$ cat src/include/rws_pkg.sv
// Constants and types of the reset and wake-up source block.
// Assumes a 10 MHz bus clock; register indices map to byte address index*4.
`default_nettype none
package rws_pkg;
  // ==========================================================================
  // Timing
  localparam int CLK_NS           = 100;
  localparam int RST_PULSE_NS     = 1250000;
  localparam int RST_PULSE_CYC    = (RST_PULSE_NS + CLK_NS - 1) / CLK_NS;
  localparam int WAKE_FILTER_NS   = 100000;
  localparam int WAKE_FILTER_CYC  = (WAKE_FILTER_NS + CLK_NS - 1) / CLK_NS;
  localparam int RST_CNT_W        = 14;
  localparam int WAKE_CNT_W       = 10;

  // ==========================================================================
  // Register indices (byte address is index times four)
  localparam logic [5:0] IDX_IMR  = 6'h09;
  localparam logic [5:0] IDX_IFR  = 6'h0A;
  localparam logic [5:0] IDX_RSR  = 6'h0D;

  // ==========================================================================
  // Reset source status fields
  localparam int RSR_POR          = 7;
  localparam int RSR_PIN          = 6;
  localparam int RSR_WD           = 5;
  localparam int RSR_OT           = 4;
  localparam int RSR_LV           = 3;
  localparam int RSR_LINW         = 1;
  localparam int RSR_L0W          = 0;
  localparam logic [7:0] RSR_POR_VAL = 8'h80;
  localparam logic [7:0] RSR_W1C     = 8'hFB;

  // ==========================================================================
  // Interrupt mask and flag fields (same layout)
  localparam int IMR_L0IE         = 7;
  localparam int IMR_LIN_INTERRUPT_ENABLE        = 5;
  localparam int IMR_OTRD         = 4;
  localparam logic [7:0] IMR_WMASK   = 8'hB0;
  localparam logic [7:0] IMR_RST_VAL = 8'h00;
  localparam int IFR_L0IF         = 7;
  localparam int IFR_LIN_INTERRUPT_FLAG        = 5;
  localparam logic [7:0] IFR_MASK    = 8'hA0;
  localparam logic [7:0] IFR_RST_VAL = 8'h00;

  // ==========================================================================
  // Synchroniser order {ot, lv, por, pin, lin_rx, l0} and idle levels
  localparam int NSYNC            = 6;
  localparam logic [5:0] SYNC_RST_VAL = 6'h06;

  // LIN wake filter states, Gray along the usual path
  typedef enum logic [1:0]
  {
    WF_IDLE  = 2'b00,
    WF_DOM   = 2'b01,
    WF_ARMED = 2'b11
  } rws_wf_t;
endpackage
`default_nettype wire

$ cat src/core/rws_reset_wake.sv
// Reset source and wake-up bookkeeping with AHB-Lite register slave.
// Assumes one 10 MHz clock; analog conditions and pins arrive asynchronously,
// watchdog request and mode levels come from logic on hclk.
`timescale 1ns/1ps
`default_nettype none
module rws_reset_wake #(
  parameter int RST_PULSE_CYC = rws_pkg::RST_PULSE_CYC
) (
  // Clock and reset
  input  wire  logic        hclk,
  input  wire  logic        hresetn,
  // AHB-Lite slave
  input  wire  logic        hsel,
  input  wire  logic [31:0] haddr,
  input  wire  logic [1:0]  htrans,
  input  wire  logic        hwrite,
  input  wire  logic [2:0]  hsize,
  input  wire  logic [31:0] hwdata,
  input  wire  logic        hready,
  output logic              hreadyout,
  output logic              hresp,
  output logic [31:0]       hrdata,
  // Asynchronous conditions and pins
  input  wire  logic        overtemp_in,
  input  wire  logic        low_voltage_in,
  input  wire  logic        power_on_in,
  input  wire  logic        rst_pin_in,
  input  wire  logic        lin_rx_in,
  input  wire  logic        l0_in,
  // Same-clock controls
  input  wire  logic        watchdog_req,
  input  wire  logic        stop_mode,
  input  wire  logic        sleep_mode,
  // Reset pin (open drain) and system outputs
  output logic              rst_pin_out,
  output logic              rst_pin_oe,
  output logic              regs_rst_n,
  output logic              lin_tx_enable,
  output logic              lin_pullup_enable,
  output logic              system_wake,
  output logic              irq
);

  // ==========================================================================
  // Input synchronisers
  logic [rws_pkg::NSYNC-1:0] async_in;
  logic [rws_pkg::NSYNC-1:0] sync1;
  logic [rws_pkg::NSYNC-1:0] sync2;

  assign async_in = {overtemp_in, low_voltage_in, power_on_in,
                     rst_pin_in, lin_rx_in, l0_in};

  // Two stages per pin; only the second stage feeds logic
  genvar gi;
  generate
    for (gi = 0; gi < rws_pkg::NSYNC; gi++)
    begin : g_sync
      always_ff @(posedge hclk or negedge hresetn)
      begin
        if (!hresetn)
        begin
          sync1[gi] <= rws_pkg::SYNC_RST_VAL[gi];
          sync2[gi] <= rws_pkg::SYNC_RST_VAL[gi];
        end
        else
        begin
          sync1[gi] <= async_in[gi];
          sync2[gi] <= sync1[gi];
        end
      end
    end
  endgenerate

  logic ot_s, lv_s, por_s, pin_s, rx_s, l0_s;
  assign {ot_s, lv_s, por_s, pin_s, rx_s, l0_s} = sync2;

  // ==========================================================================
  // Bus front end
  logic       acc;
  logic       wr_ph;
  logic       rd_wait;
  logic [5:0] a_idx;
  logic [7:0] reset_source_status;
  logic [7:0] imr;
  logic [7:0] ifr;

  // Word index match, shared by write and read decode
  function automatic logic hit(input logic [5:0] idx, input logic [5:0] reg_idx);
    hit = (idx == reg_idx);
  endfunction

  assign acc       = hsel & hready & htrans[1];
  // One wait state on reads so read data always reflects completed writes
  assign hreadyout = ~rd_wait;
  assign hresp     = 1'b0;

  // Address phase capture
  always_ff @(posedge hclk or negedge hresetn)
  begin
    if (!hresetn)
    begin
      wr_ph   <= 1'b0;
      rd_wait <= 1'b0;
      a_idx   <= 6'h00;
    end
    else
    begin
      wr_ph   <= acc & hwrite;
      rd_wait <= acc & ~hwrite;
      if (acc)
      begin
        a_idx <= haddr[7:2];
      end
    end
  end

  logic wr_rsr, wr_imr, wr_ifr;
  assign wr_rsr = wr_ph & hit(a_idx, rws_pkg::IDX_RSR);
  assign wr_imr = wr_ph & hit(a_idx, rws_pkg::IDX_IMR);
  assign wr_ifr = wr_ph & hit(a_idx, rws_pkg::IDX_IFR);

  // Read data loaded in the wait cycle; unmapped reads return zero
  always_ff @(posedge hclk or negedge hresetn)
  begin
    if (!hresetn)
    begin
      hrdata <= 32'h0000_0000;
    end
    else if (rd_wait)
    begin
      if (hit(a_idx, rws_pkg::IDX_RSR))
      begin
        hrdata <= {24'h00_0000, reset_source_status};
      end
      else if (hit(a_idx, rws_pkg::IDX_IMR))
      begin
        hrdata <= {24'h00_0000, imr};
      end
      else if (hit(a_idx, rws_pkg::IDX_IFR))
      begin
        hrdata <= {24'h00_0000, ifr};
      end
      else
      begin
        hrdata <= 32'h0000_0000;
      end
    end
  end

  // ==========================================================================
  // Reset causes and pulse stretcher
  logic                         ot_cause;
  logic                         int_cause;
  logic                         wake_rst;
  logic                         ext_low;
  logic                         clr;
  logic [rws_pkg::RST_CNT_W-1:0] rst_cnt;
  logic [1:0]                   oe_hist;

  // Test-only disable; default clear keeps the part protected
  assign ot_cause  = ot_s & ~imr[rws_pkg::IMR_OTRD];
  assign int_cause = ot_cause | lv_s | por_s | watchdog_req | wake_rst;
  // Ignore the pin for two cycles after our own release: synchroniser lag
  assign ext_low   = ~pin_s & ~rst_pin_oe & ~oe_hist[0] & ~oe_hist[1];
  assign clr       = int_cause | rst_pin_oe | ext_low;
  assign rst_pin_out = 1'b0;

  // Counter reloads while a cause is present, runs down after it leaves
  always_ff @(posedge hclk or negedge hresetn)
  begin
    if (!hresetn)
    begin
      rst_cnt <= '0;
    end
    else if (int_cause)
    begin
      rst_cnt <= rws_pkg::RST_CNT_W'(RST_PULSE_CYC);
    end
    else if (rst_cnt != '0)
    begin
      rst_cnt <= rst_cnt - 1'b1;
    end
  end

  // Pin drive and register reset request
  always_ff @(posedge hclk or negedge hresetn)
  begin
    if (!hresetn)
    begin
      rst_pin_oe <= 1'b1;
      oe_hist    <= 2'b11;
      regs_rst_n <= 1'b0;
    end
    else
    begin
      rst_pin_oe <= int_cause | (rst_cnt != '0);
      oe_hist    <= {oe_hist[0], rst_pin_oe};
      regs_rst_n <= ~clr;
    end
  end

  // ==========================================================================
  // LIN wake filter (dominant longer than filter, then rising edge)
  rws_pkg::rws_wf_t               wf_state;
  logic [rws_pkg::WAKE_CNT_W-1:0] dom_cnt;
  logic                           lp;
  logic                           lin_evt;
  logic                           l0_ref;
  logic [2:0]                     l0_arm;
  logic                           l0_evt;

  assign lp      = stop_mode | sleep_mode;
  assign lin_evt = lp & rx_s & (wf_state == rws_pkg::WF_ARMED);
  // No edge until the synchronised level is real, whatever the pin idles at
  assign l0_evt  = l0_arm[2] & (l0_s ^ l0_ref);

  // Receiver stays alive in low power; filter only runs there
  always_ff @(posedge hclk or negedge hresetn)
  begin
    if (!hresetn)
    begin
      wf_state <= rws_pkg::WF_IDLE;
      dom_cnt  <= '0;
    end
    else
    begin
      case (wf_state)
        rws_pkg::WF_IDLE:
        begin
          dom_cnt <= rws_pkg::WAKE_CNT_W'(1);
          if (lp && !rx_s)
          begin
            wf_state <= rws_pkg::WF_DOM;
          end
        end
        rws_pkg::WF_DOM:
        begin
          if (!lp || rx_s)
          begin
            wf_state <= rws_pkg::WF_IDLE;
          end
          else if (dom_cnt == rws_pkg::WAKE_CNT_W'(rws_pkg::WAKE_FILTER_CYC))
          begin
            wf_state <= rws_pkg::WF_ARMED;
          end
          else
          begin
            dom_cnt <= dom_cnt + 1'b1;
          end
        end
        rws_pkg::WF_ARMED:
        begin
          if (!lp || rx_s)
          begin
            wf_state <= rws_pkg::WF_IDLE;
          end
        end
        default:
        begin
          wf_state <= rws_pkg::WF_IDLE;
        end
      endcase
    end
  end

  // L0 reference follows the pin each cycle, so l0_evt flags every L0 edge, whatever the mode
  always_ff @(posedge hclk or negedge hresetn)
  begin
    if (!hresetn)
    begin
      l0_ref <= 1'b0;
      l0_arm <= 3'h0;
    end
    else
    begin
      l0_ref <= l0_s;
      l0_arm <= {l0_arm[1:0], 1'b1};
    end
  end

  // Wake outputs and transmitter control
  always_ff @(posedge hclk or negedge hresetn)
  begin
    if (!hresetn)
    begin
      wake_rst          <= 1'b0;
      system_wake       <= 1'b0;
      lin_tx_enable     <= 1'b0;
      lin_pullup_enable <= 1'b0;
    end
    else
    begin
      wake_rst          <= sleep_mode & (lin_evt | l0_evt);
      system_wake       <= (sleep_mode & (lin_evt | l0_evt))
                         | (stop_mode & lin_evt & imr[rws_pkg::IMR_LIN_INTERRUPT_ENABLE])
                         | (stop_mode & l0_evt & imr[rws_pkg::IMR_L0IE]);
      lin_tx_enable     <= ~lp;
      lin_pullup_enable <= ~lp;
    end
  end

  // ==========================================================================
  // Reset source status: survives all resets except power-on
  logic [7:0] rsr_set;
  logic [7:0] rsr_clr;

  always_comb
  begin
    rsr_set                    = 8'h00;
    rsr_set[rws_pkg::RSR_PIN]  = ext_low;
    rsr_set[rws_pkg::RSR_WD]   = watchdog_req;
    rsr_set[rws_pkg::RSR_OT]   = ot_cause;
    rsr_set[rws_pkg::RSR_LV]   = lv_s;
    rsr_set[rws_pkg::RSR_LINW] = sleep_mode & lin_evt;
    rsr_set[rws_pkg::RSR_L0W]  = sleep_mode & l0_evt;
    rsr_clr = wr_rsr ? (hwdata[7:0] & rws_pkg::RSR_W1C) : 8'h00;
  end

  // Power-on overrides everything; otherwise set beats clear
  always_ff @(posedge hclk or negedge hresetn)
  begin
    if (!hresetn)
    begin
      reset_source_status <= rws_pkg::RSR_POR_VAL;
    end
    else if (por_s)
    begin
      reset_source_status <= rws_pkg::RSR_POR_VAL;
    end
    else
    begin
      reset_source_status <= (reset_source_status & ~rsr_clr) | rsr_set;
    end
  end

  // ==========================================================================
  // Interrupt mask and flags, cleared by any internal reset
  always_ff @(posedge hclk or negedge hresetn)
  begin
    if (!hresetn)
    begin
      imr <= rws_pkg::IMR_RST_VAL;
    end
    else if (clr)
    begin
      imr <= rws_pkg::IMR_RST_VAL;
    end
    else if (wr_imr)
    begin
      imr <= hwdata[7:0] & rws_pkg::IMR_WMASK;
    end
  end

  logic [7:0] ifr_set;
  assign ifr_set = {~sleep_mode & l0_evt, 1'b0,
                    stop_mode & ~sleep_mode & lin_evt & imr[rws_pkg::IMR_LIN_INTERRUPT_ENABLE],
                    5'h00};

  always_ff @(posedge hclk or negedge hresetn)
  begin
    if (!hresetn)
    begin
      ifr <= rws_pkg::IFR_RST_VAL;
      irq <= 1'b0;
    end
    else
    begin
      if (clr)
      begin
        ifr <= rws_pkg::IFR_RST_VAL;
      end
      else
      begin
        ifr <= (ifr & ~(wr_ifr ? (hwdata[7:0] & rws_pkg::IFR_MASK) : 8'h00)) | ifr_set;
      end
      irq <= |(ifr & imr & rws_pkg::IFR_MASK);
    end
  end
endmodule // rws_reset_wake
`default_nettype wire

$ cat config.mk
export PLATFORM = sky130hd
export DESIGN_NAME = rws_reset_wake
export DESIGN_NICKNAME = d
export VERILOG_FILES = /design/src/include/rws_pkg.sv /design/src/core/rws_reset_wake.sv
export SDC_FILE = /design/constraint.sdc
export NUM_CORES = 1
export LEC_CHECK = 0
export ABC_AREA = 1
export BUFFER_PORTS_ARGS = -buffer_cell sky130_fd_sc_hd__buf_2
export CORE_ASPECT_RATIO = 0.6
export CORE_MARGIN = 10
export CORE_UTILIZATION = 46
export DETAILED_ROUTE_END_ITERATION = 16
export PLACE_DENSITY_LB_ADDON = 0.05
export SLEW_MARGIN = 20
export SYNTH_ARGS = -nofsm -noshare
export SYNTH_HDL_FRONTEND = slang
export SYNTH_SLANG_ARGS = --single-unit
$ cat constraint.sdc
create_clock -name hclk -period 1.4 [get_ports hclk]
set_input_delay 0.28 -clock hclk [delete_from_list [all_inputs] [get_ports hclk]]
set_output_delay 0.28 -clock hclk [all_outputs]
set_load 0.1 [all_outputs]
==> impl.org, run 1 <==
** Worst setup path
- The endpoint identified for the worst register-to-register timing path is dom_cnt[1].
- CP cell instances :: buf_12
- The critical path is of the flop to output port type.
- The startpoint identified for the worst register-to-register timing path is dom_cnt[0].
- Count of buffer and inverter cells on the critical path :: 1
- Cell with the biggest individual delay on the critical path :: sky130_fd_sc_hd__dfstp_4
- Data on the critical path arrives at its endpoint at 1140 ps.
- Crit path largest cell delay :: 630 ps
- The worst setup path is captured at an output port.
- Largest delay share family, worst path :: flip-flops
- Data on the critical path is required at its endpoint by 1120 ps.
- Along the worst path, the maximum fanout reaches 2.
- Worst Reg2Reg Path Length in Cells :: 9
- The worst setup path is launched from a flop.
- Setup slack on the worst reg-to-reg path comes out at 0 ps.

** STA
- Final hold slack :: 42.4 ps
- For this run, the top clock speed supported by timing is 0.705 GHz.
- Setup repair after global routing could not meet its margin everywhere.
- In the post-route analysis, the smallest setup slack over all paths is -18.4 ps.
- The worst path in the final design needs a cycle of 1420 ps, including I/O delays and setup.
- Worst-case clock skew :: 7.39 ps
- Ratio of final minimum period to clock period :: 1.01
- Setup violations remaining at the end of the flow were counted as 1.
- The total count of max-transition violations in the final report came to 0.
- The number of hold violations in the final report is 0.
- Adding up every negative setup slack in the final design gives -18.4 ps.

** Placed design
- Number of buffers inserted by port buffering :: 42
- DP HPWL :: 6.54 mm
- The number of placed instances, taps included, is 632.
- Pre-CTS setup slack :: -144 ps
- Routability-driven placement finished with a final weighted congestion of 0.822.

** Synth
- Number of synthesized flops with an enable pin :: 0
- Primary flip-flop cell chosen by synthesis mapping :: sky130_fd_sc_hd__dfrtp_1
- Yosys synthesis warning count :: 0
- Synthesized area per cell :: 8.52 um^2
- Post-synthesis sequential area ratio :: 0.508
- Cells after synthesis :: 453
- Number of distinct library cells after synthesis :: 34
- Async set-or-reset flop fraction in the synthesized netlist :: 1.00
- The synthesized design contains 78 register bits.
- The synthesized netlist occupies a cell area of 0.00386 mm^2.

** Layout
- Share of the core filled with cells in the final layout :: 0.610
- The layout has 723 filler cells.
- The sequential cells in the finished layout cover a total of 0.00197 mm^2.
- Number of inserted diodes :: 0
- Compared with the post-synthesis result, the final layout area differs by 26.5%.
- Multi-input logic area :: 0.00166 mm^2
- Most common library cell in the layout ignoring fill and taps :: sky130_fd_sc_hd__nand2_1
- Leading cell types in the layout, fill and taps excluded :: sky130_fd_sc_hd__nand2_1, sky130_fd_sc_hd__dfrtp_1, sky130_fd_sc_hd__nor2_1
- Fin nets :: 626
- The count of cells in the finished layout, fillers not included, comes to 653.
- Of the cells placed in the final design, the portion with a size suffix greater than 1 is 0.306.

** Floorplanning
- In this run the vertical extent of the chip is 91.0 um.
- Number of rows in the core area :: 25
- Die Wd :: 138 um
- For this design the top-level I/O count stands at 124.
- The initial utilization of the core area, before any placement, comes to 0.482.
- Die footprint :: 0.0126 mm^2
- Total core area :: 0.00801 mm^2

** Route
- The detail route stage leaves a number of antenna-violating nets equal to 0.
- DRC violations left :: 0
- DR WL/cell :: 13.7 um
- The routed layout has 3150 vias.
- First-pass DRT Iterations :: 4
- Using the TritonRoute via totals, the vias-per-cell ratio works out to 4.82.
- In this run, the number of DRC markers left after iteration 0 of detailed routing was 188.
- The final layout contains routed wiring with a total length of 8.95 mm.

** Clock tree
- The tree is rooted in a sky130_fd_sc_hd__clkbuf_16.
- Sinks on the clock net :: 78
- Clock insertion delay at the later pin of the skew report :: 340 ps
- Clock-pin slew was measured on the worst setup and hold paths at 60 ps.
- The clock tree synthesis step divided the H-tree into 3 levels.
- Clock tree synthesis inserted a total of 9 buffers.
- TritonCTS built the clock tree.
- The clock passes through at most 2 buffers.

** GRT
- In the global route stage, overall resource usage came out at 0.141.
- Global routing finished with a remaining overflow of 0.
- The first global-routing pass estimated 14.7 mm of wire.
- Entering global routing, the biggest net connects 36 pins.
- The via count of the first global-routing pass was 3016.
- Number of antenna violations at the first check in global routing :: 0

** Hold path
- Cell count of the worst hold path :: 1
- The worst hold path begins at rst_pin_in.
- The tightest min-delay check is of the primary input to flop type.
- Worst min-delay path endpoint :: sync1[2]

** Run status
- Status :: finished, violations left
- Violations in the final reports :: setup timing

** Flow run
- Number of max-cap violations :: 0

** Pwr
- PD cells :: 1110 mW/mm^2
- Leakage Power :: 2.39 nW
- Worst VDD drop :: 0.718 mV
[cells by family (layout without fill, tap and decap cells)]
logic type / count (synthesis) / count (layout) / share of synthesized area
other cells: 2 / 27 / 0.00194
mux: 3 / 3 / 0.00875
compound gates: 34 / 34 / 0.0509
xor+xnor: 2 / 2 / 0.00454
buf+inv: 90 / 156 / 0.122
simple gates: 241 / 242 / 0.294
flops: 78 / 78 / 0.508
fa+ha+maj: 3 / 3 / 0.00972
[registers in the layout (all words and copies together) (netlist names), 2 cells and up]
name	cells
wf_state	2
rst_cnt	14
sync1	6
reset_source_status	7
dom_cnt	10
imr	3
a_idx	6
ifr	2
hrdata	8
oe_hist	2
l0_arm	3
[per-stage QoR]
step | area (um^2) | power [W]
2_1_floorplan | 3970 | 0.00312
3_3_place_gp | 4400 | 0.00330
3_5_place_dp | 4400 | 0.00331
4_1_cts | 4760 | 0.00543
5_1_grt | 4880 | 0.00567
6_report | 4880 | 0.00542
[synthesized netlist by cell type, types with 3 or more instances]
| master | number | area [um^2] |
|---|---|---|
| sky130_fd_sc_hd__nand4_1 | 20 | 125 |
| sky130_fd_sc_hd__o21ai_2 | 3 | 26.3 |
| sky130_fd_sc_hd__nand3_2 | 5 | 50.1 |
| sky130_fd_sc_hd__mux2_2 | 3 | 33.8 |
| sky130_fd_sc_hd__dfstp_2 | 8 | 210 |
| sky130_fd_sc_hd__buf_4 | 28 | 210 |
| sky130_fd_sc_hd__o21ai_1 | 3 | 15.0 |
| sky130_fd_sc_hd__dfrtp_1 | 70 | 1750 |
| sky130_fd_sc_hd__nor2_2 | 6 | 37.5 |
| sky130_fd_sc_hd__nand2_2 | 7 | 43.8 |
| sky130_fd_sc_hd__inv_1 | 47 | 176 |
| sky130_fd_sc_hd__buf_6 | 3 | 33.8 |
| sky130_fd_sc_hd__o21ai_0 | 8 | 40.0 |
| sky130_fd_sc_hd__ha_1 | 3 | 37.5 |
| sky130_fd_sc_hd__a21oi_1 | 14 | 70.1 |
| sky130_fd_sc_hd__nand3_1 | 40 | 200 |
| sky130_fd_sc_hd__nor2_1 | 55 | 206 |
| sky130_fd_sc_hd__inv_2 | 6 | 22.5 |
| sky130_fd_sc_hd__nand2_1 | 98 | 368 |
| sky130_fd_sc_hd__nor2_4 | 3 | 33.8 |
| sky130_fd_sc_hd__or2_2 | 3 | 18.8 |
| sky130_fd_sc_hd__buf_2 | 4 | 20.0 |
[cell type report]
class,instances,area share
Clock buffer,12,0.0484
Timing Repair Buffer,87,0.132
Tap cell,108,0.0277
Sequential cell,78,0.403
Multi-Input combinational cell,311,0.339
Clock inverter,4,0.00512
Inverter,53,0.0451
[what timing repair did]
| item | in CTS | in global routing |
|---|---|---|
| gates resized for setup | 17 | 35 |
| hold buffers | 1 | 0 |
| gates cloned | 1 | 0 |
| buffers inserted | 2 | 1 |
| hold endpoints to repair | 18 | 0 |
| pin swaps | 3 | 7 |
| setup endpoints to repair | 16 | 31 |
[power breakdown]
group,switching (W),internal (W)
Clock,0.000878,0.00119
Combinational,0.000716,0.000229
Sequential,0.0000519,0.00235
[worst max path at each step]
| stage | startpoint | endpoint | slack, ps | depth (start not counted) |
|---|---|---|---|---|
| floorplan | dom_cnt[0] | dom_cnt[4] | 30 | 10 |
| global placement | dom_cnt[0] | dom_cnt[7] | -120 | 10 |
| detailed placement | dom_cnt[0] | dom_cnt[7] | -140 | 10 |
| CTS | rst_pin_oe | rst_pin_oe | -30 | 1 |
| global route | dom_cnt[0] | dom_cnt[1] | -80 | 9 |
| finish | rst_pin_oe | rst_pin_oe | -20 | 1 |
[per-layer routing]
metal | GRT usage | vias up | part of all wire | routed length, um
met3 | 0.0551 | 10 | 0.069 | 614
met1 | 0.196 | 1482 | 0.49 | 4410
met2 | 0.200 | 91 | 0.43 | 3860
met4 | 0.0341 | 0 | 0.0078 | 70
met5 | 0 | - | 0 | 0
li1 | - | 1567 | - | -
(Power assumes the default switching activity.)
==> run 2, diff against run 1 <==
--- a/config.mk
+++ b/config.mk
@@ -11,6 +11,7 @@
 export CORE_MARGIN = 10
 export CORE_UTILIZATION = 46
 export DETAILED_ROUTE_END_ITERATION = 16
+export HOLD_SLACK_MARGIN = 0.12
 export PLACE_DENSITY_LB_ADDON = 0.05
 export SLEW_MARGIN = 20
 export SYNTH_ARGS = -nofsm -noshare
==> run 2 against run 1 <==
The flow still finishes with violations (setup timing). Cell count up 1.1%. Register-to-register slack about the same. Worst setup slack got worse by 1.6 ps. Die area did not move. Global-route usage rose by 0.15 points. Fmax shrank 0.11%. Count of clock-buffer cells in the layout unchanged. Critical path depth unchanged. First-iteration DRC count did not move. Non-clock buffer count grew 7. Wire length grew 0.83%. Largest power group unchanged. Highest routed layer unchanged.
==> impl.org, run 2 (synthesis gave the netlist of run 1 again) <==
** Clock tree
- Clock insertion delay at the later pin of the skew report :: 340 ps (about the same)
- The maximum clock insertion buffer count is 2 (unchanged).
- TritonCTS built the clock tree.
- Max H-tree Level :: 3 (unchanged)
- In this run the clock root is driven by a sky130_fd_sc_hd__clkbuf_16.
- The count of clock tree sinks is 78 (unchanged).
- The TritonCTS buffer count was 9 (unchanged).
- The clock-pin slew on the worst setup and hold paths came to 60 ps (about the same).

** Worst setup path
- The required time of the critical path was 1120 ps (about the same).
- The kind of cell with the highest combined delay along the critical path is flip-flops.
- The data arrival time of the critical path came to 1140 ps (about the same).
- Worst Reg2Reg Path Length in Cells :: 9 (unchanged)
- Worst Path Max Fanout :: 2 (unchanged)
- The most critical setup path has its startpoint at rst_pin_oe.
- Crit path largest cell delay :: 630 ps (about the same)
- For this design, the slowest cell found on the critical path is sky130_fd_sc_hd__dfstp_4.
- Stages on worst setup path :: 1 (unchanged)
- STA classifies the critical path startpoint as a flop.
- Count of buffer and inverter cells on the critical path :: 1 (unchanged)
- CP cell instances :: buf_12
- The worst setup path is captured at an output port.
- Reg-to-Reg Start :: dom_cnt[0]
- The worst setup path is of the flop to output port kind.

** Layout
- Leading cell types in the layout, fill and taps excluded :: sky130_fd_sc_hd__nand2_1, sky130_fd_sc_hd__dfrtp_1, sky130_fd_sc_hd__nor2_1
- From synthesis to final layout, the design area changed by 28.5%.
- Fraction of final layout cells with drive strength greater than 1 :: 0.303 (-0.00389)
- The flip-flop count of the largest register after layout came to 14 (unchanged).
- The largest registers in the layout are rst_cnt (14), dom_cnt (10), hrdata (8).
- Fin nets :: 633 (+1.1%)
- Leaving out fill and tap cells, the most frequent cell in the layout is sky130_fd_sc_hd__nand2_1.
- The summed area of non-filler cells in the final layout came to 0.00496 mm^2 (+1.5%).
- Number of inserted diodes :: 0 (unchanged)
- Register containing the most flip-flops in the final layout :: rst_cnt

** Route
- The number of design-rule violations left by the first detailed-router iteration came to 188 (unchanged).
- The number of vias after detailed routing is 3174 (+0.76%).
- DR WL/cell :: 13.7 um (-0.24%)
- The post-detailed-routing wire length came to 9.03 mm (+0.83%).
- First-pass DRT Iterations :: 4 (unchanged)
- Via-to-Cell Ratio :: 4.81 (-0.31%)
- DRC violations left :: 0 (unchanged)
- Final antenna-violating net count :: 0 (unchanged)

** Pwr
- The leakage power came to 2.42 nW (+1.2%).
- The power density over the cells came to 1100 mW/mm^2 (-1.2%).
- Worst VDD drop :: 0.715 mV (-0.33%)

** GRT
- Global-route wire length before repair :: 14.9 mm (+1.0%)
- The via count of the first global-routing pass was 3035 (+0.63%).
- The largest net degree at the start of global routing was 36 (unchanged).
- GRT Overall Usage :: 0.143 (+0.00155)
- Number of antenna violations at the first check in global routing :: 0 (unchanged)
- Remaining Overflow, GRT :: 0 (unchanged)

** Hold path
- The hold path depth is 2 (+1).
- In this run the most critical hold path is launched from haddr[7].
- Worst min-delay path category :: primary input to flop

** Floorplanning
- Chip Height :: 91.0 um (unchanged)
- The floorplan die area was 0.0126 mm^2 (unchanged).
- The starting density of the core was 0.482 (unchanged).
- Die Wd :: 138 um (unchanged)
- The standard-cell row count is 25 (unchanged).
- IO Pins :: 124 (unchanged)
- Total core area :: 0.00801 mm^2 (unchanged)

** STA
- The clock period minus final worst setup slack is 1420 ps (+1.59 ps).
- Final hold slack :: 179 ps (+137 ps)
- Final count of pins violating max slew :: 0 (unchanged)
- Setup repair after global routing could not meet its margin everywhere.
- Setup Viol. Count Final :: 1 (unchanged)
- The highest clock frequency the design can meet is 0.704 GHz (-0.11%).
- Worst-case clock skew :: 7.31 ps (-0.0841 ps)
- The worst setup slack after layout came to -20.0 ps (-1.59 ps).
- The share of the cycle needed by the critical path after routing came to 1.01 (+0.00114).
- Final count of hold timing violations :: 0 (unchanged)

** Run status
- Status :: finished, violations left
- Violations in the final reports :: setup timing

** Placed design
- Final RePlAce weighted congestion :: 0.822 (unchanged)
- Placed inst area :: 0.00440 mm^2 (unchanged)
- DP HPWL :: 6.54 mm (unchanged)
- Number of buffers inserted by port buffering :: 42 (unchanged)

** Flow run
- Number of max-cap violations :: 0 (unchanged)
-- run 2: cell count changes in the layout (fill, tap and decap cells not counted) --
cell / delta
sky130_fd_sc_hd__nor2_2: -1
sky130_fd_sc_hd__nor2_4: +1
sky130_fd_sc_hd__dlygate4sd3_1: +7
-- run 2: final timing paths --
kind	to	slack, ps
worst max-delay path	rst_pin_oe	-20
worst min-delay path	a_idx[5]	180
worst max register to register	dom_cnt[1]	0
worst min register to register	l0_arm[1]	350
max in group asynchronous	rx_s	440
min in group asynchronous	rst_cnt[12]	400
-- run 2: final cells by class --
cell class,instances,area [um^2]
fillers,712,3050
flip-flops and latches,78,1970
multi-input cells,311,1660
inverters,53,220
well taps,108,135
repair buffers,94,716
clock buffers,12,236
clock inverters,4,25.0
-- run 2: repair_timing --
action | 4_1_cts | 5_1_grt
pin swaps | 3 | 7
endpoints found under the setup margin | 16 | 31
hold endpoints to repair | 25 | 0
buffers inserted | 2 | 1
gates cloned | 1 | 0
gates resized for setup | 17 | 36
hold buffers | 8 | 0
-- run 2: power breakdown --
part           total, W  leakage (nW)  internal, W  switching (W)
combinational  0.000961          1.32     0.000242       0.000719
clock           0.00207         0.123      0.00119       0.000878
sequential      0.00240         0.970      0.00235      0.0000524
total           0.00544          2.42      0.00379        0.00165
-- run 2: metrics by stage --
stage | setup WS (ps) | utilization | total power [W] | cells | setup TNS [ps]
floorplan | 30.0 | - | 0.00312 | 478 | 0
global placement | -122 | 0.550 | 0.00330 | 632 | -800
detailed placement | -144 | 0.550 | 0.00331 | 632 | -1080
CTS | -31.2 | 0.603 | 0.00544 | 659 | -31.2
global route | -77.1 | 0.619 | 0.00569 | 660 | -368
finish | -20.0 | 0.619 | 0.00544 | 660 | -20.0
-- run 2: layer usage --
| layer | up-vias | global-route usage | share of wire |
|---|---|---|---|
| met5 | - | 0 | 0 |
| met4 | 0 | 0.0341 | 0.0078 |
| met3 | 11 | 0.0546 | 0.074 |
| met2 | 91 | 0.204 | 0.43 |
| met1 | 1490 | 0.198 | 0.49 |
| li1 | 1582 | - | - |
==> run 3, diff against run 2 <==
--- a/config.mk
+++ b/config.mk
@@ -12,7 +12,7 @@
 export CORE_UTILIZATION = 46
 export DETAILED_ROUTE_END_ITERATION = 16
 export HOLD_SLACK_MARGIN = 0.12
-export PLACE_DENSITY_LB_ADDON = 0.05
+export PLACE_DENSITY = 0.85
 export SLEW_MARGIN = 20
 export SYNTH_ARGS = -nofsm -noshare
 export SYNTH_HDL_FRONTEND = slang
==> run 3 against run 2 <==
Critical path type is now flop to flop. The run still ends with setup timing left. Die area is the same. Critical path depth grew 7. Worst setup slack lost 0.85 ps. Wire length grew 14%. Critical endpoint is now dom_cnt[9]. Non-clock buffer count shrank 7. Via count grew 6.9%. First-iteration DRC count grew 99%. Cell count shrank 1.1%.
==> impl.org, run 3 (synthesis gave the netlist of run 1 again) <==
** Pwr
- Sw power :: 0.00171 W (+3.6%)
- The leakage power was 2.39 nW (-0.97%).
- Net switching fraction of the power :: 0.307 (+0.00378)
- The power density over the cells was 1120 mW/mm^2 (+2.2%).
- Power Total :: 0.00556 W (+2.3%)
- The cell-internal power came to 0.00385 W (+1.7%).
- The combinational fraction of design power came to 0.180 (+0.003).
- The clock share of power is 0.387 (+0.006).
- Worst VDD drop :: 0.718 mV (+0.39%)
- Sequential Power Share :: 0.433 (-0.009)

** GRT
- Global routing met2 resource utilization :: 0.250 (+0.0459)
- Vias in the first global route :: 3308 (+9.0%)
- Remaining Overflow, GRT :: 0 (unchanged)
- Global-route wire length before repair :: 16.3 mm (+9.4%)
- The met3 capacity usage during global routing is 0.0629 (+0.00832).
- GRT busiest layer :: met2
- The met1 usage is 0.193 (-0.00481).
- The largest net degree at the start of global routing was 25 (-31%).
- The number of antenna violations at the first check in global routing is 0 (unchanged).
- The total global routing track utilization is 0.156 (+0.0130).

** Placed design
- The cell count after placement came to 624 (-1.3%).
- Final RePlAce weighted congestion :: 0.915 (+11%)
- DP HPWL :: 7.20 mm (+10%)
- The number of buffer cells added on primary ports is 42 (unchanged).

** Floorplanning
- Number of rows in the core area :: 25 (unchanged)
- IO Pins :: 124 (unchanged)
- The starting density of the core was 0.482 (unchanged).
- The floorplan die area came to 0.0126 mm^2 (unchanged).
- Chip Height :: 91.0 um (unchanged)
- Total core area :: 0.00801 mm^2 (unchanged)
- The horizontal die dimension is 138 um (unchanged).

** STA
- Setup repair after global routing missed its margin :: true
- Setup Viol. Count Final :: 2 (+1)
- Maximum frequency from static timing analysis :: 0.704 GHz (about the same)
- Ratio of final minimum period to clock period :: 1.01 (about the same)
- Final hold slack :: 183 ps (+4.19 ps)
- Final count of pins violating max slew :: 0 (unchanged)
- The maximum clock skew at final layout is 8.53 ps (+1.22 ps).
- The clock period minus final worst setup slack came to 1420 ps (+0.849 ps).
- The number of hold violations in the final report came to 0 (unchanged).
- Worst path setup slack after routing :: -20.8 ps (-0.849 ps)

** Layout
- Share of the core filled with cells in the final layout :: 0.620 (about the same)
- Fraction of final layout cells with drive strength greater than 1 :: 0.327 (+0.0241)
- The register with the most flip-flops in the final layout is rst_cnt.
- Top flop regs :: rst_cnt (14), dom_cnt (10), hrdata (8)
- The flip-flop count of the largest register after layout was 14 (unchanged).
- Area growth from synthesis to layout :: 28.5% (about the same)
- Number of inserted diodes :: 0 (unchanged)
- Number of cells in the finished layout apart from fillers :: 653 (-1.1%)
- The library cell used most frequently in the layout, excluding fill and tap cells, is sky130_fd_sc_hd__nand2_1.
- Fin nets :: 626 (-1.1%)
- In the layout the commonest cells are sky130_fd_sc_hd__nand2_1, sky130_fd_sc_hd__dfrtp_1, sky130_fd_sc_hd__buf_4.

** Worst setup path
- The worst setup path is captured at a flop.
- Cell with the biggest individual delay on the critical path :: sky130_fd_sc_hd__dfrtp_1
- The data arrival time of the critical path was 1650 ps (+510 ps).
- The critical path depth came to 8 (+7).
- Walking the worst path, the cells encountered are buf_4, nor2_1, nand3_2, nand2_4, buf_6, nor2_2, nor2_1, nor2_1.
- Setup crit start kind :: flop
- Largest delay share family, worst path :: simple AND/OR/NAND/NOR gates
- The critical path is of the flop to flop type.
- The maximum fanout along the worst path was 4 (+2).
- Data required time of the worst path :: 1630 ps (+510 ps)
- Crit path largest cell delay :: 430 ps (-200 ps)
- Worst Reg2Reg Path Length in Cells :: 8 (-1)
- In this design, the critical path's most frequently occurring cell is sky130_fd_sc_hd__nor2_1.
- The worst path buffer plus inverter count was 2 (+1).

** Clock tree
- Max H-tree Level :: 3 (unchanged)
- The clock-pin slew on the worst setup and hold paths was 60 ps (about the same).
- Sinks on the clock net :: 78 (unchanged)
- TritonCTS clock tree :: done
- Total clock buffers created by CTS :: 9 (unchanged)
- The insertion delay to the later sink of the worst-skew pair is 340 ps (about the same).
- Clock root buffer :: sky130_fd_sc_hd__clkbuf_16
- Buffer levels on the longest clock path :: 2 (unchanged)

** Run status
- The flow ran to the end, but the final reports show violations.
- The checks that failed: setup timing.

** Route
- The first-pass detailed-route iteration total was 5 (+1).
- Via total after detailed routing :: 3394 (+6.9%)
- The via-per-instance ratio came to 5.20 (+8.1%).
- DR WL/cell :: 15.7 um (+15%)
- The post-detailed-routing wire length is 10.3 mm (+14%).
- The number of design rule violations left after detail routing is 0 (unchanged).
- The post-route antenna net violation count came to 0 (unchanged).
- The number of design-rule violations left by the first detailed-router iteration was 375 (+99%).

** Hold path
- The hold path depth was 2 (unchanged).
- Worst min-delay path category :: primary input to flop

** Flow run
- The max-capacitance violation count came to 0 (unchanged).
[run 3: changes by cell type in the layout (fill, tap and decap cells not counted), moves of 5 or more]
cell                       before  now
sky130_fd_sc_hd__nor2_1        48   42
sky130_fd_sc_hd__nor2_2         9   16
sky130_fd_sc_hd__nand2_1       96   91
sky130_fd_sc_hd__clkbuf_4       7    1
sky130_fd_sc_hd__nand2_2        5   10
[run 3: per-stage QoR]
stage,setup TNS [ps],cell area (um^2),worst slack [ps]
floorplan,0,3970,30.0
global placement,-406,4340,-74.3
detailed placement,-1040,4340,-156
CTS,-43.6,4780,-43.6
global route,-381,4960,-116
finish,-41.5,4960,-20.8
[run 3: per-layer routing]
layer | vias to the layer above | part of all wire
met2 | 180 | 0.50
met4 | 0 | 0.0090
met1 | 1623 | 0.40
li1 | 1577 | -
met5 | - | 0
met3 | 14 | 0.091
[run 3: path summary, 6_finish.rpt]
kind	startpoint	to	slack [ps]
max reg2reg	dom_cnt[2]	dom_cnt[9]	-20
min reg2reg	sync1[0]	l0_s	340
max in group asynchronous	hresetn	reset_source_status[7]	470
max	dom_cnt[2]	dom_cnt[9]	-20
min	haddr[5]	a_idx[3]	180
min in group asynchronous	hresetn	ifr[7]	380
[run 3: timing repair]
action | 4_1_cts | 5_1_grt
resized for setup | 22 | 46
hold buffers | 8 | 0
hold endpoints to repair | 33 | 0
pin swaps | 4 | 11
setup endpoints to repair | 28 | 33
cloned | 0 | 1
setup buffers | 2 | 2
[run 3: final cells by class]
| cell class | count | area (um^2) |
|---|---|---|
| clock buffer | 11 | 243 |
| multi-input combinational | 311 | 1700 |
| clock inverter | 5 | 35.0 |
| sequential | 78 | 1970 |
| timing repair buffer | 87 | 661 |
| inverter | 53 | 220 |
| tap | 108 | 135 |
| fill | 631 | 3050 |
[run 3: power by group through the flow]
stage | Combinational (W) | Sequential, W | Clock, W
floorplan | 0.000609 | 0.00252 | 0
global placement | 0.000848 | 0.00244 | 0
detailed placement | 0.000877 | 0.00244 | 0
CTS | 0.000921 | 0.00240 | 0.00219
global route | 0.00106 | 0.00242 | 0.00231
finish | 0.00100 | 0.00241 | 0.00215
